===== src/dsrm_regs.vh =====
// Constants for the self-refresh manager.
`ifndef DSRM_REGS_VH
`define DSRM_REGS_VH
`define DSRM_LP_WIDTH        2
`define DSRM_LP_SELF_REFRESH 2'h2
`define DSRM_TIM_WIDTH       4
`define DSRM_TIM_SAFE_MIN    4'h9
`define DSRM_IDLE_SAFE_CYC   4096
`define DSRM_IDLE_BASE_CYC   16'h0010
`define DSRM_REF_MAX         16
`define DSRM_TREFI_NS        7800
`define DSRM_WINDOW_NS       15600
`define DSRM_CLK_PERIOD_NS   40
`define DSRM_CNT_WIDTH       16
`define DSRM_REF_CNT_WIDTH   5
`endif


===== src/dsrm_self_refresh_manager.v =====
// Self-refresh entry and exit manager of a DDR3 controller.
`timescale 1ns/1ps
`include "dsrm_regs.vh"

module dsrm_self_refresh_manager #(
    parameter IDLE_SAFE_CYC = `DSRM_IDLE_SAFE_CYC,
    parameter WINDOW_CYC    = `DSRM_WINDOW_NS / `DSRM_CLK_PERIOD_NS
) (
    // Clock and reset
    input  wire                         core_clk_i,
    input  wire                         reset_i,
    // Configuration
    input  wire [`DSRM_LP_WIDTH-1:0]    low_power_select_i,
    input  wire [`DSRM_TIM_WIDTH-1:0]   self_refresh_idle_timer_i,
    // Command traffic
    input  wire                         cmd_pending_i,
    output reg                          cmd_grant_o,
    // Memory side
    output reg                          sr_enter_o,
    output reg                          sr_exit_o,
    output reg                          refresh_o,
    output reg                          in_self_refresh_o
);

    // One-hot state codes: every state decode compares all four state bits.
    localparam ST_ACTIVE = 4'h1;
    localparam ST_ENTER  = 4'h2;
    localparam ST_SR     = 4'h4;
    localparam ST_EXIT   = 4'h8;

    // Refresh history: ages of the most recent refreshes, newest first.
    localparam CW         = `DSRM_CNT_WIDTH;
    localparam HIST_DEPTH = `DSRM_REF_MAX - 1;
    localparam HIST_W     = HIST_DEPTH * CW;

    reg  [3:0]        state_reg;
    reg  [3:0]        state_next;
    reg  [CW-1:0]     idle_cnt_reg;
    reg  [CW-1:0]     idle_cnt_next;
    reg  [CW-1:0]     idle_limit;
    reg  [HIST_W-1:0] hist_reg;
    wire [HIST_W-1:0] hist_aged;
    wire [HIST_W-1:0] hist_next;
    wire [CW-1:0]     window_len;
    wire [CW-1:0]     oldest_age;
    wire              sr_enabled;
    wire              idle_done;
    wire              ref_room;
    wire              grant_next;
    wire              sleep_next;
    wire              enter_next;
    wire              exit_next;
    wire              refresh_next;

    assign window_len = WINDOW_CYC[CW-1:0];
    assign sr_enabled = (low_power_select_i == `DSRM_LP_SELF_REFRESH);
    assign idle_done  = (idle_cnt_reg >= idle_limit);
    assign oldest_age = hist_reg[HIST_W-1 -: CW];

    // An entry commits two refreshes: its own and the exit that must follow,
    // since an exit is never held back. Entering only while the oldest stored
    // refresh has left the window leaves at most fourteen inside it, so every
    // sliding window, including the one that ends at the later exit, stays
    // within sixteen refreshes.
    assign ref_room   = (oldest_age >= window_len);

    // Shorter codes scale down by powers of two so the map stays monotonic.
    // The largest short code still lands on the safe idle time, never above.
    always @* begin
        if (self_refresh_idle_timer_i >= `DSRM_TIM_SAFE_MIN) begin
            idle_limit = IDLE_SAFE_CYC[CW-1:0];
        end else begin
            idle_limit = `DSRM_IDLE_BASE_CYC << self_refresh_idle_timer_i;
        end
    end

    always @* begin
        state_next = state_reg;
        case (state_reg)
            ST_ACTIVE: begin
                if (sr_enabled && !cmd_pending_i && idle_done && ref_room) begin
                    state_next = ST_ENTER;
                end
            end
            ST_ENTER: begin
                state_next = ST_SR;
            end
            ST_SR: begin
                // Exit is never blocked by the budget: the entry already reserved it.
                if (cmd_pending_i || !sr_enabled) begin
                    state_next = ST_EXIT;
                end
            end
            ST_EXIT: begin
                state_next = ST_ACTIVE;
            end
            default: begin
                state_next = ST_ACTIVE;
            end
        endcase
    end

    // The idle count restarts whenever traffic waits or the memory is not
    // fully awake, and holds once the limit is reached so it cannot wrap.
    always @* begin
        idle_cnt_next = idle_cnt_reg;
        if (state_reg != ST_ACTIVE || cmd_pending_i) begin
            idle_cnt_next = {CW{1'b0}};
        end else if (!idle_done) begin
            idle_cnt_next = idle_cnt_reg + 16'h0001;
        end
    end

    // Every stored age grows by one per cycle and saturates at the window
    // length; a refresh shifts the history and starts a fresh age of zero.
    // Saturation keeps the counters narrow however long the memory sleeps.
    genvar gi;
    generate
        for (gi = 0; gi < HIST_DEPTH; gi = gi + 1) begin : g_hist
            wire [CW-1:0] age_now;
            assign age_now = hist_reg[gi*CW +: CW];
            assign hist_aged[gi*CW +: CW] = (age_now >= window_len) ? age_now
                                                                      : age_now + 16'h0001;
            if (gi == 0) begin : g_head
                assign hist_next[gi*CW +: CW] = refresh_o ? {CW{1'b0}}
                                                          : hist_aged[gi*CW +: CW];
            end else begin : g_tail
                assign hist_next[gi*CW +: CW] = refresh_o ? hist_aged[(gi-1)*CW +: CW]
                                                          : hist_aged[gi*CW +: CW];
            end
        end
    endgenerate

    assign grant_next   = (state_next == ST_ACTIVE) && cmd_pending_i;
    assign sleep_next   = (state_next == ST_SR) || (state_next == ST_ENTER);
    assign enter_next   = (state_reg == ST_ENTER);
    assign exit_next    = (state_reg == ST_EXIT);
    assign refresh_next = enter_next || exit_next;

    always @(posedge core_clk_i) begin
        if (reset_i) begin
            state_reg <= ST_ACTIVE;
        end else begin
            state_reg <= state_next;
        end
    end

    always @(posedge core_clk_i) begin
        if (reset_i) begin
            idle_cnt_reg <= {CW{1'b0}};
        end else begin
            idle_cnt_reg <= idle_cnt_next;
        end
    end

    // After reset every slot reads as long ago, so the first entries are free.
    always @(posedge core_clk_i) begin
        if (reset_i) begin
            hist_reg <= {HIST_DEPTH{WINDOW_CYC[CW-1:0]}};
        end else begin
            hist_reg <= hist_next;
        end
    end

    // Commands may run only while the memory is fully awake.
    always @(posedge core_clk_i) begin
        if (reset_i) begin
            cmd_grant_o <= 1'b0;
        end else begin
            cmd_grant_o <= grant_next;
        end
    end

    // Entry command, one cycle after the entry state is reached.
    always @(posedge core_clk_i) begin
        if (reset_i) begin
            sr_enter_o <= 1'b0;
        end else begin
            sr_enter_o <= enter_next;
        end
    end

    // Exit command, issued in the same cycle as the grant of the waiting command.
    always @(posedge core_clk_i) begin
        if (reset_i) begin
            sr_exit_o <= 1'b0;
        end else begin
            sr_exit_o <= exit_next;
        end
    end

    // Exactly one refresh travels with each entry and each exit.
    always @(posedge core_clk_i) begin
        if (reset_i) begin
            refresh_o <= 1'b0;
        end else begin
            refresh_o <= refresh_next;
        end
    end

    // The level rises with the entry decision so no grant slips in behind it.
    always @(posedge core_clk_i) begin
        if (reset_i) begin
            in_self_refresh_o <= 1'b0;
        end else begin
            in_self_refresh_o <= sleep_next;
        end
    end

endmodule


===== config.mk =====
export PLATFORM = sky130hd
export DESIGN_NAME = dsrm_self_refresh_manager
export DESIGN_NICKNAME = d
export VERILOG_FILES = /design/src/dsrm_self_refresh_manager.v
export VERILOG_INCLUDE_DIRS = /design/src
export SDC_FILE = /design/constraint.sdc
export NUM_CORES = 1
export LEC_CHECK = 0
export BUFFER_PORTS_ARGS = -buffer_cell sky130_fd_sc_hd__buf_4
export CORE_UTILIZATION = 45
export CTS_CLUSTER_SIZE = 28
export DETAILED_ROUTE_END_ITERATION = 10
export PLACE_DENSITY = 0.73
export SYNTH_ARGS = -nofsm -noshare
export SYNTH_HDL_FRONTEND = slang
export SYNTH_SLANG_ARGS = --single-unit

===== constraint.sdc =====
create_clock -name core_clk_i -period 2 [get_ports core_clk_i]
set_input_delay 0.2 -clock core_clk_i [delete_from_list [all_inputs] [get_ports core_clk_i]]
set_output_delay 0.2 -clock core_clk_i [all_outputs]
set_load 0.01 [all_outputs]

==> reports/metrics.yaml <==
vias: 11990
grt_setup_unrepaired: "yes"
synthArstFlopShare: 0
violations: "setup timing"
die_x_um: 174.3
setup_violations: 4
routed_via_density: 5.922
r2r_slack_ps: -20
diodes: 0
wl_met2_um: 16210
fin_total_pwr_uw: 10760
wl_met1_um: 14510
die_area_um2: 30370
gp_congestion: 0.8691
cp.arrival_ps: 2440
fin_util: 0.5537
syn_inst: 1534
firstDrtPassIters: 5
track_usage: 0.2087
fin_crit_ps: 2017
tightest_slew_ps: 683.6
fillers: 2529
largest_reg_flops: 240
hold_viol: 0
syn_area_per_cell_um2: 8.705
grt_pass1_wl_um: 54190
ys_types: 67
fmax_ghz: 0.4958
yosys_warnings: 0
postRouteAntennaNets: 0
cp.required_ps: 2430
grt-ovfl-total: 0
pin_count: 14
leakagePower_uw: 0.005320
antenna_found_initial: 0
coreArea_um2: 28940
cap_violations: 0
initial_utilization: 0.4615
grt_max_degree: 66
drc_errors: 0
syn_area_um2: 13350
clockRootBuffer: "clkbuf_16"
routed_wl_um: 32720
route.met3.wl_um: 1236
routedWlPerCell_um: 16.17
path_max_fanout: 6
clock_sinks: 265
cts_buffers: 28
syn2layout_area_growth_pct: 19.97
place_hpwl_um: 21990
totalNegativeSetupSlack_ps: -26.69
relSlewSlack: 0.5443
status: "finished with violations"
synth-edff-count: 0
slew_violations: 0
grt_pass1_vias: 11480
placement.io_buffers: 13
synth-seq-cells: 265
drive_above_1_share: 0.1720
multi_input_area_um2: 7940
layout.nets: 1671
cp-end-kind: "flop"
ff_latch_area_um2: 5329
vdd_ir_drop_max_v: 0.0006299
holdWs_ps: 28.06
die_h_um: 174.3
fin_skew_ps: 17.68
min_path_type: "in2reg"
fin_crit_sh: 1.009
clock_latency_ps: 550
std_cell_rows: 62
ys_seq_area_frac: 0.3973
crit_type: "reg2reg"
routed.top_layer: "met4"
clock_path_buffers: 3
ys.flop_type: "dfxtp_1"
drt_iter0_drc: 698
cts-htree-levels: 1
finalWorstSetupSlack_ps: -17.12
cts_tree: "yes"
setup.worst_path.start_class: "flop"
path_clk_slew_ps: 60
power_density_nw_per_um2: 671.8
-- report_power, final --
part           switching (µW)  internal [µW]
Sequential               2.69           5270
Clock                    2140           3120
Combinational             150           75.9
-- cell type report --
class                      instances  share of cell area
clock buffer                      38             0.04858
clock inverter                    14            0.009997
inverter                          50             0.01172
multi-input combinational       1136              0.4956
sequential                       265              0.3326
tap                              384             0.02999
timing repair buffer             137             0.07146
-- what timing repair did --
| item | in CTS | in global routing |
|---|---|---|
| buffers inserted | 6 | 1 |
| endpoints found under the setup margin | 28 | 84 |
| hold buffers | 3 | 0 |
| endpoints found under the hold margin | 21 | 0 |
| pin swaps | 12 | 28 |
| gates resized for setup | 28 | 71 |
| gates cloned | 1 | 1 |
-- per-stage QoR --
step                setup slack [ps]  instance area [µm²]  instances
floorplan                      4.958                13390       1536
CTS                           -34.17                15710       2024
global route                  -95.18                16020       2024
detailed placement            -349.0                14520       1962
global placement              -278.1                14520       1962
finish                        -17.12                16020       2024
-- Yosys cell counts, types with 24 or more instances --
master,count,area (µm²)
o21ai_0,45,225.2
a211oi_1,41,307.8
nor3_1,179,895.9
nand4_1,31,193.9
mux2i_1,113,1131
a22oi_1,24,180.2
ha_1,44,550.5
nand2_1,76,285.3
inv_1,49,183.9
xnor2_1,43,376.6
and3_1,31,193.9
a21oi_1,36,180.2
dfxtp_1,265,5305
nor4_1,81,506.7
o31a_1,52,455.4
clkbuf_1,62,232.7
nor2_1,134,503.0
nand3_1,46,230.2
-- cell families (layout without fill, tap and decap cells) --
| family | count (synthesis) | in the layout | synth area share |
|---|---|---|---|
| flops | 265 | 265 | 0.3973 |
| other cells | 1 | 3 | 0.0002808 |
| simple gates | 662 | 663 | 0.2648 |
| mux | 115 | 115 | 0.08639 |
| compound gates | 264 | 264 | 0.1375 |
| xor+xnor | 47 | 47 | 0.03083 |
| buf+inv | 136 | 239 | 0.04169 |
| fa+ha+maj | 44 | 44 | 0.04123 |
-- critical path: stages (launching register included) --
cell and delay [ps]:
dfxtp_2 340, ha_4 260, a21oi_4 120, o21ai_2 70, a221o_1 390, buf_6 170
buf_6 110, o31a_1 270, o21a_1 170
-- final timing paths --
path	from	end	cells after the start
worst min register to register	state_reg[0]	sr_exit_o	1
worst min-delay path	low_power_select_i[0]	state_reg[3]	3
worst max register to register	idle_cnt_reg[11]	idle_cnt_reg[5]	8
worst max-delay path	idle_cnt_reg[11]	idle_cnt_reg[5]	8
-- layout by cell type, fill, tap and decap left out, types with 5 or more instances in the layout --
cell,netlist,routed
ha_1,44,37
nand2_1,76,71
inv_1,49,49
xnor2_1,43,43
o21a_1,5,5
mux2i_1,113,113
a211oi_1,41,41
o31ai_1,10,9
clkinv_2,0,9
dfxtp_4,0,5
dfxtp_1,265,256
buf_6,2,7
and4_1,11,11
nand3_1,46,45
buf_4,2,122
o31a_1,52,52
nor4_1,81,63
nor4_4,4,6
o21ai_0,45,38
nor2_1,134,130
ha_4,0,7
a21oi_2,3,18
clkbuf_16,0,28
nor2_2,2,6
and3_1,31,31
nor4_2,6,22
or3_1,8,7
nor3_1,179,177
o22ai_1,21,21
o21ai_1,6,12
clkbuf_1,62,6
a21oi_1,36,17
and2_1,21,20
nand4_1,31,31
a22oi_1,24,24
-- per-layer routing --
metal,track usage,vias to the layer above
li1,-,5914
met2,0.3743,280
met3,0.02603,71
met5,0,-
met1,0.2612,5721
met4,0.05665,0
Note: power is estimated with default switching activity, not from simulation.
